===== src/common/oel_pkg.sv =====
package oel_pkg;
   localparam int NCH = 8;
   // register offsets, primary bank
   localparam logic [7:0] ADR_FAULT_STATUS = 8'h05;
   localparam logic [7:0] ADR_FAULT_IRQ = 8'h09;
   localparam logic [7:0] ADR_SOFT_RESET = 8'h0a;
   localparam logic [7:0] ADR_MONITOR = 8'h0b;
   localparam logic [7:0] ADR_LOOPBACK = 8'h0c;
   localparam logic [7:0] ADR_CRITERIA = 8'h0d;
   localparam logic [7:0] ADR_ALL_ONES = 8'h0e;
   localparam logic [7:0] ADR_GLOBAL = 8'h0f;
   localparam logic [7:0] ADR_HIGHZ = 8'h12;
   localparam logic [7:0] ADR_ALARM_STATUS = 8'h13;
   localparam logic [7:0] ADR_ALARM_MASK = 8'h14;
   localparam logic [7:0] ADR_ALARM_IRQ = 8'h15;
   localparam logic [7:0] ADR_BANK_PTR = 8'h1f;
   // reset values
   localparam logic [7:0] SOFT_RESET_RD = 8'hff;
   localparam logic [7:0] BYTE_RST = 8'h00;
   localparam logic [7:0] RD_UNMAPPED = 8'h00;
   localparam logic [3:0] MON_RST = 4'h0;
   localparam logic [6:0] GLB_RST = 7'h00;
   localparam logic [7:0] PTR_PRIMARY = 8'h00;
   localparam logic [7:0] PTR_EXPANDED = 8'haa;
   // monitor select field
   localparam int MON_W = 4;
   localparam int MON_DIR_BIT = 3;
   localparam logic [2:0] MON_CH_NONE = 3'h0;
   // global config field positions
   localparam int GLB_ALARM_INS = 6;
   localparam int GLB_SHORT_BYP = 5;
   localparam int GLB_LINE_AMI = 4;
   localparam int GLB_FIFO_DEEP = 3;
   localparam int GLB_BW_WIDE = 2;
   localparam int GLB_PATH_HI = 1;
   localparam int GLB_PATH_LO = 0;
   localparam logic [1:0] JA_PATH_TX = 2'b01;
   localparam logic [1:0] JA_PATH_RX = 2'b11;
   // timing
   localparam int CLK_MHZ = 125;
   localparam int SOFT_RST_US = 1;
   localparam int SOFT_RST_CYCLES = SOFT_RST_US * CLK_MHZ;
   typedef enum logic [1:0] {
      RST_IDLE = 2'b01,
      RST_BUSY = 2'b10
   } oel_rst_state_t;
endpackage


===== src/common/oel_evt_if.sv =====
`timescale 1ns/1ps
interface oel_evt_if #(parameter int N = 8);
   logic [N-1:0] status;
   logic [N-1:0] mask;
   logic [N-1:0] irq;
   logic clr;
   logic swRst;
   modport host (output status, output mask, output clr, output swRst,
                 input irq);
   modport det (input status, input mask, input clr, input swRst,
                output irq);
endinterface


===== src/hdl/oel_ctrl_regs.sv =====
`timescale 1ns/1ps
module oel_ctrl_regs
   import oel_pkg::*;
#(
   parameter int RST_CYCLES = SOFT_RST_CYCLES
) (
   // clock and reset
   input wire logic clk_sys,
   input wire logic nrst,
   // host register port
   input wire logic [7:0] hostAddr,
   input wire logic [7:0] hostWrData,
   input wire logic hostWrEn,
   input wire logic hostRdEn,
   output logic [7:0] hostRdData,
   output logic hostRdHit,
   output logic bankExpanded,
   // channel status from the line side
   input wire logic [NCH-1:0] driverFaultStatus,
   input wire logic [NCH-1:0] driverFaultMask,
   input wire logic [NCH-1:0] alarmIndicationStatus,
   input wire logic [NCH-1:0] dropoutState,
   // soft reset to the rest of the device
   output logic softResetActive,
   // per-channel controls
   output logic [NCH-1:0] loopbackEn,
   output logic [NCH-1:0] criteriaEtsi,
   output logic [NCH-1:0] autoAllOnesTx,
   output logic [NCH-1:0] txHighZ,
   output logic [NCH-1:0] systemAlarmInsert,
   // monitor routing
   output logic monitorEn,
   output logic monitorTx,
   output logic [2:0] monitorChannel,
   // global controls
   output logic shortProtectEn,
   output logic amiSel,
   output logic jitterFifoDeep,
   output logic jitterBandwidthWide,
   output logic jitterTxPath,
   output logic jitterRxPath
);
   typedef struct packed {
      logic [7:0] bankPointer;
      logic [MON_W-1:0] monitorSelect;
      logic [NCH-1:0] loopback;
      logic [NCH-1:0] criteria;
      logic [NCH-1:0] allOnes;
      logic [6:0] globalConfig;
      logic [NCH-1:0] highZ;
      logic [NCH-1:0] alarmMask;
      logic [7:0] rdData;
      logic rdHit;
      logic [NCH-1:0] allOnesTx;
      logic [NCH-1:0] alarmInsert;
      logic monEn;
      logic monTx;
      logic [2:0] monChan;
   } oel_regs_t;

   oel_regs_t r_q;
   oel_regs_t r_d;

   logic primary;
   logic wrStrobe;
   logic rdStrobe;
   logic resetTrigger;
   logic swActive;

   ////////////////////////////////////////////////////////////////////////
   // address decode

   // one select line per offset served or watched by this bank
   typedef struct packed {
      logic bankPtr;
      logic faultStatus;
      logic faultIrq;
      logic softReset;
      logic monitor;
      logic loopback;
      logic criteria;
      logic allOnes;
      logic globalCfg;
      logic highZ;
      logic alarmStatus;
      logic alarmMask;
      logic alarmIrq;
   } oel_sel_t;

   oel_sel_t sel;

   always_comb begin
      sel = '0;
      if (hostAddr == ADR_BANK_PTR) begin
         sel.bankPtr = 1'b1;
      end else if (hostAddr == ADR_FAULT_STATUS) begin
         sel.faultStatus = 1'b1;
      end else if (hostAddr == ADR_FAULT_IRQ) begin
         sel.faultIrq = 1'b1;
      end else if (hostAddr == ADR_SOFT_RESET) begin
         sel.softReset = 1'b1;
      end else if (hostAddr == ADR_MONITOR) begin
         sel.monitor = 1'b1;
      end else if (hostAddr == ADR_LOOPBACK) begin
         sel.loopback = 1'b1;
      end else if (hostAddr == ADR_CRITERIA) begin
         sel.criteria = 1'b1;
      end else if (hostAddr == ADR_ALL_ONES) begin
         sel.allOnes = 1'b1;
      end else if (hostAddr == ADR_GLOBAL) begin
         sel.globalCfg = 1'b1;
      end else if (hostAddr == ADR_HIGHZ) begin
         sel.highZ = 1'b1;
      end else if (hostAddr == ADR_ALARM_STATUS) begin
         sel.alarmStatus = 1'b1;
      end else if (hostAddr == ADR_ALARM_MASK) begin
         sel.alarmMask = 1'b1;
      end else if (hostAddr == ADR_ALARM_IRQ) begin
         sel.alarmIrq = 1'b1;
      end
   end

   ////////////////////////////////////////////////////////////////////////
   // bank select and strobes

   // only the pointer is reachable while the expanded bank is selected
   assign primary = (r_q.bankPointer != PTR_EXPANDED);
   assign wrStrobe = hostWrEn & ~swActive;
   assign rdStrobe = hostRdEn;
   // trigger only, data is dropped
   assign resetTrigger = hostWrEn & primary
                       & sel.softReset;

   ////////////////////////////////////////////////////////////////////////
   // soft reset pulse

   oel_soft_reset #(
      .CYCLES(RST_CYCLES)
   ) u_soft_reset (
      .clk_sys(clk_sys),
      .nrst(nrst),
      .trigger(resetTrigger),
      .active(swActive)
   );

   ////////////////////////////////////////////////////////////////////////
   // change interrupts

   oel_evt_if #(.N(NCH)) faultEv ();
   oel_evt_if #(.N(NCH)) alarmEv ();

   assign faultEv.status = driverFaultStatus;
   assign faultEv.mask = driverFaultMask;
   // reading the fault status clears the sticky bits
   assign faultEv.clr = rdStrobe & primary
                      & sel.faultStatus;
   assign faultEv.swRst = swActive;

   assign alarmEv.status = alarmIndicationStatus;
   assign alarmEv.mask = r_q.alarmMask;
   assign alarmEv.clr = rdStrobe & primary
                      & sel.alarmStatus;
   assign alarmEv.swRst = swActive;

   oel_change_irq #(
      .N(NCH)
   ) u_fault_irq (
      .clk_sys(clk_sys),
      .nrst(nrst),
      .ev(faultEv)
   );

   oel_change_irq #(
      .N(NCH)
   ) u_alarm_irq (
      .clk_sys(clk_sys),
      .nrst(nrst),
      .ev(alarmEv)
   );

   ////////////////////////////////////////////////////////////////////////
   // register update

   always_comb begin
      r_d = r_q;
      // writes
      if (wrStrobe && sel.bankPtr) begin
         r_d.bankPointer = hostWrData;
      end else if (wrStrobe && primary) begin
         if (sel.monitor) begin
            // upper nibble reserved, not stored
            r_d.monitorSelect = hostWrData[MON_W-1:0];
         end else if (sel.loopback) begin
            r_d.loopback = hostWrData;
         end else if (sel.criteria) begin
            r_d.criteria = hostWrData;
         end else if (sel.allOnes) begin
            r_d.allOnes = hostWrData;
         end else if (sel.globalCfg) begin
            // bit 7 reserved, not stored
            r_d.globalConfig = hostWrData[6:0];
         end else if (sel.highZ) begin
            r_d.highZ = hostWrData;
         end else if (sel.alarmMask) begin
            r_d.alarmMask = hostWrData;
         end
      end

      // reads
      r_d.rdHit = 1'b0;
      r_d.rdData = r_q.rdData;
      if (rdStrobe) begin
         r_d.rdHit = 1'b1;
         if (sel.bankPtr) begin
            r_d.rdData = r_q.bankPointer;
         end else if (!primary) begin
            r_d.rdHit = 1'b0;
            r_d.rdData = RD_UNMAPPED;
         end else if (sel.faultIrq) begin
            r_d.rdData = faultEv.irq;
         end else if (sel.softReset) begin
            r_d.rdData = SOFT_RESET_RD;
         end else if (sel.monitor) begin
            r_d.rdData = {4'h0, r_q.monitorSelect};
         end else if (sel.loopback) begin
            r_d.rdData = r_q.loopback;
         end else if (sel.criteria) begin
            r_d.rdData = r_q.criteria;
         end else if (sel.allOnes) begin
            r_d.rdData = r_q.allOnes;
         end else if (sel.globalCfg) begin
            r_d.rdData = {1'b0, r_q.globalConfig};
         end else if (sel.highZ) begin
            r_d.rdData = r_q.highZ;
         end else if (sel.alarmStatus) begin
            r_d.rdData = alarmIndicationStatus;
         end else if (sel.alarmMask) begin
            r_d.rdData = r_q.alarmMask;
         end else if (sel.alarmIrq) begin
            r_d.rdData = alarmEv.irq;
         end else begin
            r_d.rdHit = 1'b0;
            r_d.rdData = RD_UNMAPPED;
         end
      end

      // derived controls, registered
      r_d.allOnesTx = r_q.allOnes & dropoutState;
      r_d.alarmInsert = {NCH{r_q.globalConfig[GLB_ALARM_INS]}}
                      & dropoutState;
      // codes 0 and 8 mean no monitoring
      r_d.monEn = (r_q.monitorSelect[2:0] != MON_CH_NONE);
      r_d.monTx = r_q.monitorSelect[MON_DIR_BIT];
      r_d.monChan = r_q.monitorSelect[2:0];

      // soft reset pulse returns everything but the read data and hit to defaults
      if (swActive) begin
         r_d.bankPointer = PTR_PRIMARY;
         r_d.monitorSelect = MON_RST;
         r_d.loopback = BYTE_RST;
         r_d.criteria = BYTE_RST;
         r_d.allOnes = BYTE_RST;
         r_d.globalConfig = GLB_RST;
         r_d.highZ = BYTE_RST;
         r_d.alarmMask = BYTE_RST;
         r_d.allOnesTx = '0;
         r_d.alarmInsert = '0;
         r_d.monEn = 1'b0;
         r_d.monTx = 1'b0;
         r_d.monChan = MON_CH_NONE;
      end
   end

   always_ff @(posedge clk_sys) begin
      if (!nrst) begin
         r_q <= '{
            bankPointer: PTR_PRIMARY,
            monitorSelect: MON_RST,
            loopback: BYTE_RST,
            criteria: BYTE_RST,
            allOnes: BYTE_RST,
            globalConfig: GLB_RST,
            highZ: BYTE_RST,
            alarmMask: BYTE_RST,
            rdData: RD_UNMAPPED,
            rdHit: 1'b0,
            allOnesTx: '0,
            alarmInsert: '0,
            monEn: 1'b0,
            monTx: 1'b0,
            monChan: MON_CH_NONE
         };
      end else begin
         r_q <= r_d;
      end
   end

   ////////////////////////////////////////////////////////////////////////
   // outputs

   assign hostRdData = r_q.rdData;
   assign hostRdHit = r_q.rdHit;
   assign bankExpanded = ~primary;
   assign softResetActive = swActive;

   assign loopbackEn = r_q.loopback;
   assign criteriaEtsi = r_q.criteria;
   assign autoAllOnesTx = r_q.allOnesTx;
   assign txHighZ = r_q.highZ;
   assign systemAlarmInsert = r_q.alarmInsert;

   assign monitorEn = r_q.monEn;
   assign monitorTx = r_q.monTx;
   assign monitorChannel = r_q.monChan;

   assign shortProtectEn = ~r_q.globalConfig[GLB_SHORT_BYP];
   assign amiSel = r_q.globalConfig[GLB_LINE_AMI];
   assign jitterFifoDeep = r_q.globalConfig[GLB_FIFO_DEEP];
   assign jitterBandwidthWide = r_q.globalConfig[GLB_BW_WIDE];
   assign jitterTxPath = (r_q.globalConfig[GLB_PATH_HI:GLB_PATH_LO]
                         == JA_PATH_TX);
   assign jitterRxPath = (r_q.globalConfig[GLB_PATH_HI:GLB_PATH_LO]
                         == JA_PATH_RX);
endmodule // oel_ctrl_regs


===== src/hdl/oel_change_irq.sv =====
`timescale 1ns/1ps
module oel_change_irq
   import oel_pkg::*;
#(
   parameter int N = NCH
) (
   // clock and reset
   input wire logic clk_sys,
   input wire logic nrst,
   // status, mask and sticky bits
   oel_evt_if.det ev
);
   typedef struct packed {
      logic [N-1:0] prev;
      logic [N-1:0] irq;
   } oel_chg_t;

   oel_chg_t r_q;
   oel_chg_t r_d;

   always_comb begin
      r_d = r_q;
      r_d.prev = ev.status;
      // set wins over a clear in the same cycle
      r_d.irq = (r_q.irq & ~{N{ev.clr}})
              | ((r_q.prev ^ ev.status) & ev.mask);
      if (ev.swRst) begin
         r_d.irq = '0;
      end
   end

   always_ff @(posedge clk_sys) begin
      if (!nrst) begin
         r_q <= '0;
      end else begin
         r_q <= r_d;
      end
   end

   assign ev.irq = r_q.irq;
endmodule // oel_change_irq


===== src/hdl/oel_soft_reset.sv =====
`timescale 1ns/1ps
module oel_soft_reset
   import oel_pkg::*;
#(
   parameter int CYCLES = SOFT_RST_CYCLES
) (
   // clock and reset
   input wire logic clk_sys,
   input wire logic nrst,
   // trigger and pulse
   input wire logic trigger,
   output logic active
);
   localparam int CW = $clog2(CYCLES + 1);
   localparam logic [CW-1:0] LAST = CW'(CYCLES - 1);

   typedef struct packed {
      oel_rst_state_t state;
      logic [CW-1:0] cnt;
   } oel_srst_t;

   oel_srst_t r_q;
   oel_srst_t r_d;

   always_comb begin
      r_d = r_q;
      case (r_q.state)
         RST_IDLE: begin
            if (trigger) begin
               r_d.state = RST_BUSY;
               r_d.cnt = '0;
            end
         end
         RST_BUSY: begin
            if (trigger) begin
               r_d.cnt = '0;
            end else if (r_q.cnt == LAST) begin
               r_d.state = RST_IDLE;
            end else begin
               r_d.cnt = r_q.cnt + CW'(1);
            end
         end
         default: begin
            r_d.state = RST_IDLE;
         end
      endcase
   end

   always_ff @(posedge clk_sys) begin
      if (!nrst) begin
         r_q <= '{state: RST_IDLE, cnt: '0};
      end else begin
         r_q <= r_d;
      end
   end

   assign active = (r_q.state == RST_BUSY);
endmodule // oel_soft_reset


===== config.mk =====
export PLATFORM = sky130hd
export DESIGN_NAME = oel_ctrl_regs
export DESIGN_NICKNAME = d
export VERILOG_FILES = /design/src/common/oel_pkg.sv /design/src/common/oel_evt_if.sv /design/src/hdl/oel_ctrl_regs.sv /design/src/hdl/oel_change_irq.sv /design/src/hdl/oel_soft_reset.sv
export SDC_FILE = /design/constraint.sdc
export NUM_CORES = 1
export LEC_CHECK = 0
export ABC_AREA = 0
export BUFFER_PORTS_ARGS = -buffer_cell sky130_fd_sc_hd__buf_2
export CAP_MARGIN = 20
export CORE_ASPECT_RATIO = 0.9
export CORE_UTILIZATION = 50
export DETAILED_ROUTE_END_ITERATION = 16
export PLACE_DENSITY = 0.74
export SETUP_SLACK_MARGIN = 0.15
export SLEW_MARGIN = 20
export SYNTH_ARGS = -nofsm -noshare
export SYNTH_HDL_FRONTEND = slang
export SYNTH_SLANG_ARGS = --single-unit

===== constraint.sdc =====
create_clock -name clk_sys -period 2.14 [get_ports clk_sys]
set_input_delay 0.107 -clock clk_sys [delete_from_list [all_inputs] [get_ports clk_sys]]
set_output_delay 0.107 -clock clk_sys [all_outputs]
set_load 0.05 [all_outputs]

# Word level (Yosys, flattened, before mapping)

Cells that the tools add are included.

Bits of input ports: 52
Register bits after elaboration: 130
Output and inout bits: 62

Add/subtract/negate cells: 1
Muxes and demuxes: 57
Equality and inequality tests: 23
Reductions and logical operators: 15
Bitwise gates (word level): 29

Operators by type and width:

| cell                | number |
|---|---|
| $mux 8              | 13 |
| $eq 8x4->1 const B  | 7 |
| $and 8x8->8         | 6 |
| $eq 8x5->1 const B  | 5 |
| $mux 9              | 3 |
| $mux 1              | 26 |
| $mux 7              | 3 |
| $not 8->8           | 2 |
| $or 8x8->8          | 2 |
| $xor 8x8->8         | 2 |
| $pmux 7 s2          | 1 |
| $mux 12             | 1 |
| $mux 11             | 1 |
| $not 1->1           | 11 |
| $mux 10             | 1 |
| $reduce_and 3->1    | 3 |
| $reduce_and 9->1    | 1 |
| $eq 8x3->1 const B  | 1 |
| $ne 8x8->1 const B  | 1 |
| $reduce_and 8->1    | 1 |
| $add 7x1->7 const B | 1 |
| $eq 7x7->1 const B  | 1 |
| $reduce_and 7->1    | 1 |
| $and 1x1->1         | 6 |
| other kinds (19)    | 25 |

# Longest topological paths before layout

Word-level depth: 27
Mapped depth: 8
Depth with buffers taken out: 7

# Cells and area by module

A second synthesis with hierarchy kept.

Cell total of the unflattened synthesis: 728
Area, all modules: 6713.9 sq um

Modules (own cells, without submodules):

| module         | cells each | area each (sq um) | sequential area each (sq um) | times used |
|---|---|---|---|---|
| oel_ctrl_regs  | 538        | 4719.5            | 1781.7                       | 1 |
| oel_change_irq | 67         | 769.5             | 320.3                        | 2 |
| oel_soft_reset | 56         | 455.4             | 180.2                        | 1 |

# Least setup slack after synthesis

Ideal clock, no wire load.

Path type: flip-flop to flip-flop
From: register u_soft_reset.r_q[7] in the netlist's numbering
To: register r_q, in the netlist alarmEv.mask[0]
Path slack: -0.132 ns
Setup time: 0.128 ns
Clock period less this slack: 2.272 ns
Data arrival time: 2.145 ns
Stages on the path, launching flop included: 9
Path through: dfxtp_1 -> inv_1 -> ha_1 -> nand2b_1 -> a21oi_1 -> and4_1 -> buf_2 -> mux2i_1 -> nor2_1

Longest elaborated chain between the ends: 6
Elaborated cells between the ends (all ways): 8

RTL lines:

| item                       | line                 | source |
|---|---|---|
| start, declared            | oel_soft_reset.sv:22 | `oel_srst_t r_q;` |
| start signal, assigned     | oel_soft_reset.sv:51 | `r_q <= '{state: RST_IDLE, cnt: '0};` |
| start signal, assigned     | oel_soft_reset.sv:53 | `r_q <= r_d;` |
| $eq 2x2->1 (*)             | oel_soft_reset.sv:57 | `assign active = (r_q.state == RST_BUSY);` |
| via softResetActive        | oel_ctrl_regs.sv:24  | `output logic softResetActive,` |
| $not 1->1                  | oel_ctrl_regs.sv:128 | `assign wrStrobe = hostWrEn & ~swActive;` |
| $and 1x1->1                | oel_ctrl_regs.sv:128 |  |
| $logic_and 1x1->1          | oel_ctrl_regs.sv:187 | `if (wrStrobe && sel.bankPtr) begin` |
| $not 1->1 (no line)        | --                   |  |
| $reduce_and 9->1 (no line) | --                   |  |
| end signal, assigned       | oel_ctrl_regs.sv:276 | `r_q <= '{` |
| end signal, assigned       | oel_ctrl_regs.sv:294 | `r_q <= r_d;` |
| end, declared              | oel_ctrl_regs.sv:61  | `oel_regs_t r_q;` |

Mark *: on every way through the listed nets, which the timed path passes. The rest lies on a longest branch.
A chain may end at the register's enable or synchronous reset.

# Final worst setup path

From: register r_q[88] in the netlist's numbering
To: output bankExpanded

Longest elaborated chain between the ends: 2

RTL lines:

| item          | line                 | source |
|---|---|---|
| $ne 8x8->1    | oel_ctrl_regs.sv:127 | `assign primary = (r_q.bankPointer != PTR_EXPANDED);` |
| $not 1->1     | oel_ctrl_regs.sv:303 | `assign bankExpanded = ~primary;` |
| end, declared | oel_ctrl_regs.sv:17  | `output logic bankExpanded,` |

No other way between the ends.

==> results.md <==
- The flow ran to the end, and the final reports show no timing, DRC or antenna violations.
- The timing startpoint of the critical path is r_q[88].
- The average instance area after synthesis is 8.73 um^2.
- The number of iterations in the first detailed-routing pass is 6.
- Wire segments on met3 add up to 1270 um in the final route.
- Clock-pin slew was measured on the worst setup and hold paths at 0.05 ns.
- Once placement completed, the tool counted placed cells totaling 921.
- The worst ir drop on vdd is 0.796 mV.
- At the later pin of the worst-skew pair, clock insertion delay measures 0.42 ns.
- The I/O pin count is 114.
- Measured along the x axis, the die boundary spans 119 um.
- The power density over cell area is 808 nW/um^2.
- Of the cells placed in the final design, the portion with a size suffix greater than 1 is 0.246.
- The final layout net count is 869.
- The vias after detailed routing is 5636.
- The finished layout holds 987 standard cells, fillers aside.
- The routed length per placed instance is 18.2 um.
- Across every metal layer, demand over resource in global routing totals 0.286.
- The met2 layer wire length in the routed design is 8330 um.
- The largest registers in the layout are r_q x24, u_soft_reset.r_q x9.
- Among all flip-flop cells after synthesis, the most frequent one is dfxtp_1.
- The number of max-cap violations is 0.
- For this block, wires on met1 add up to 7910 um.
- The required time of the critical path is 2.03 ns.
- For this block, the initial DRC count from the detailed router was 619.
- The wire length of the first global-routing pass is 27700 um.
- The data arrival time of the critical path is 1.81 ns.
- The sum of net half-perimeters after detailed placement is 12500 um.
- In this run the core area contains 38 standard-cell rows.
- The tree built by TritonCTS fans out to 130 sinks.
- Dividing the detail-routed via count by the number of cells gives 5.71.
- Before CTS, the worst setup slack after placement is -0.0368 ns.
- The number of failing hold endpoints at the final stage came to 0.
- The smallest clock period supported by the final layout is computed as 1.91 ns.
- The number of nets with antenna violations after routing is 0.
- In the layout the commonest cells are dfxtp_1 (130), buf_2 (113), nor2_1 (67).
- The most common cell after layout, fill and taps aside is dfxtp_1.
- The synthesized netlist net count is 765.
- The kind of end point of the critical path is an output port.
- Synthesis produced 709 cells.
- The share of the clock period used by the worst path after layout is 0.894.
- The H-tree was split into 4 levels.
- Setup violations remaining at the end of the flow were counted as 0.
- Yosys mapped a number of flops with a built-in enable equal to 0.
- In this run the tightest slew margin relative to its limit is 0.623.
- In the routed design, unresolved DRC markers number 0.
- The post-route core utilization is 0.639.
- Of all flip-flops after synthesis, the portion carrying an async set or reset was 0.
- Of all nets on the critical path, the largest fanout is 7.
- Routability-driven placement finished with a final weighted congestion of 0.956.
- The final setup slack of the worst path is 0.227 ns.
- The via count of the first global-routing pass is 5058.
- The sequential fraction of the synthesis area is 0.421.
- Synthesis instantiated 67 different standard cells from the library.
- Timing would allow up to 0.523 GHz.
- The worst register-to-register path begins at u_soft_reset.r_q[7].
- Setup repair after global routing could not meet its margin everywhere.
- The worst-margin pin slew is 0.551 ns.
- The classification of the worst setup path is reg2out.
- The number of buffers inserted during clock tree synthesis is 17.
- The post-route clock skew is 0.00622 ns.
- The die covers 12800 um^2.
- The synthesis warning total is 0.
- The tightest min-delay check is of the in2reg type.
- The kind of launch point of the worst setup path is a register.
- The number of flip-flops under the largest register name is 24.
- The clock tree from TritonCTS is yes.
- The count of buffers from port buffering is 113.
- The number of antenna violations at the first check in global routing is 1.
- The core region is 12100 um^2.
- In this run the top signal layer used is met4.
- Entering global routing, the biggest net connects 76 pins.
- The synthesized netlist occupies a cell area of 6190 um^2.
- The start point of the worst hold path is hostWrData[6].
- The count of final max-slew check failures is 0.
- More flip-flops sit in one register than any other, and that register is r_q.
- The area growth from synthesis to layout is 24.7%.
- For this run the aggregate overflow at the end of global routing stands at 0.
- The wire length after detailed routing is 17900 um.
- The initial utilization of the core area, before any placement, comes to 0.512.
- Summed over all cells, the static leakage comes to 3.32 nW.
- The floorplan step set the die height to 108 um.
- The buffer levels on the longest clock path is 2.
- The number of synthesized register bits is 130.
- The cell chosen for the clock root is clkbuf_16.
- The total negative slack for setup checks is 0 ns.
[Yosys cell counts (16+ instances only)]
| master | instances | area [um^2] |
|---|---|---|
| nand2_1 | 62 | 233 |
| a21oi_1 | 60 | 300 |
| clkbuf_1 | 32 | 120 |
| and2_1 | 23 | 144 |
| and3_1 | 19 | 119 |
| nor2_1 | 67 | 251 |
| xor2_1 | 16 | 140 |
| a22oi_1 | 16 | 120 |
| o21ai_0 | 23 | 115 |
| dfxtp_1 | 130 | 2600 |
| buf_4 | 53 | 398 |
| mux2i_1 | 44 | 440 |
[metrics by stage]
step	hold slack, ns	power [mW]	instance area, um^2
6_report	0.0620	6.24	7720
4_1_cts	0.0349	6.27	7670
3_5_place_dp	0.342	2.94	6660
3_3_place_gp	0.335	2.93	6660
2_1_floorplan	0.229	2.78	6190
5_1_grt	0.0435	6.42	7720
[logic make-up (layout without fill, tap and decap cells)]
family                     count (synthesis)  in the layout  share of synthesized area
and+or+nand+nor                          245            245                      0.203
AOI/OAI and AO/OA                        161            161                      0.171
DFF                                      130            130                      0.421
buffers and inverters                    109            226                      0.103
muxes                                     44             44                     0.0712
xor gates and xnor gates                  16             16                     0.0226
adders and majority gates                  4              4                    0.00809
other                                      0              1                          0
[where the power goes]
part	switching (mW)	internal, mW
Clock	1.08	2.21
Combinational	0.279	0.185
Sequential	0.0230	2.46
[metal layers]
| metal | GRT usage | vias to the layer above |
|---|---|---|
| met5 | 0 | - |
| met1 | 0.395 | 2686 |
| li1 | - | 2668 |
| met4 | 0.0949 | 0 |
| met3 | 0.0625 | 31 |
| met2 | 0.440 | 251 |
[final timing paths]
kind / slack (ns) / depth (start not counted) / endpoint
worst max-delay path: 0.23 / 5 / bankExpanded
worst min register to register: 0.48 / 2 / r_q[82]
worst max register to register: 0.26 / 9 / alarmEv.mask[3]
worst min-delay path: 0.06 / 3 / r_q[59]
[what timing repair did]
item	CTS	global route
setup endpoints to repair	1	44
hold endpoints to repair	40	0
buffers inserted	1	0
gates resized for setup	0	9
hold buffers	32	0
pin swaps	1	0
[cell type report]
cell class              instances  area, um^2
diodes                          1        2.50
clock buffers                  18         439
clock inverters                14         235
fillers                       984        4360
inverters                      13        48.8
multi-input cells             470        3000
flip-flops and latches        130        2600
well taps                     160         200
repair buffers                181        1190
[worst max-delay path, stage by stage, from the launching register on]
cell and delay, ns:
dfxtp_1 0.39, nor4bb_4 0.35, nand2_1 0.15, buf_4 0.19, inv_1 0.06, buf_2 0.25
No activity file was read; power rests on OpenSTA's default activity.
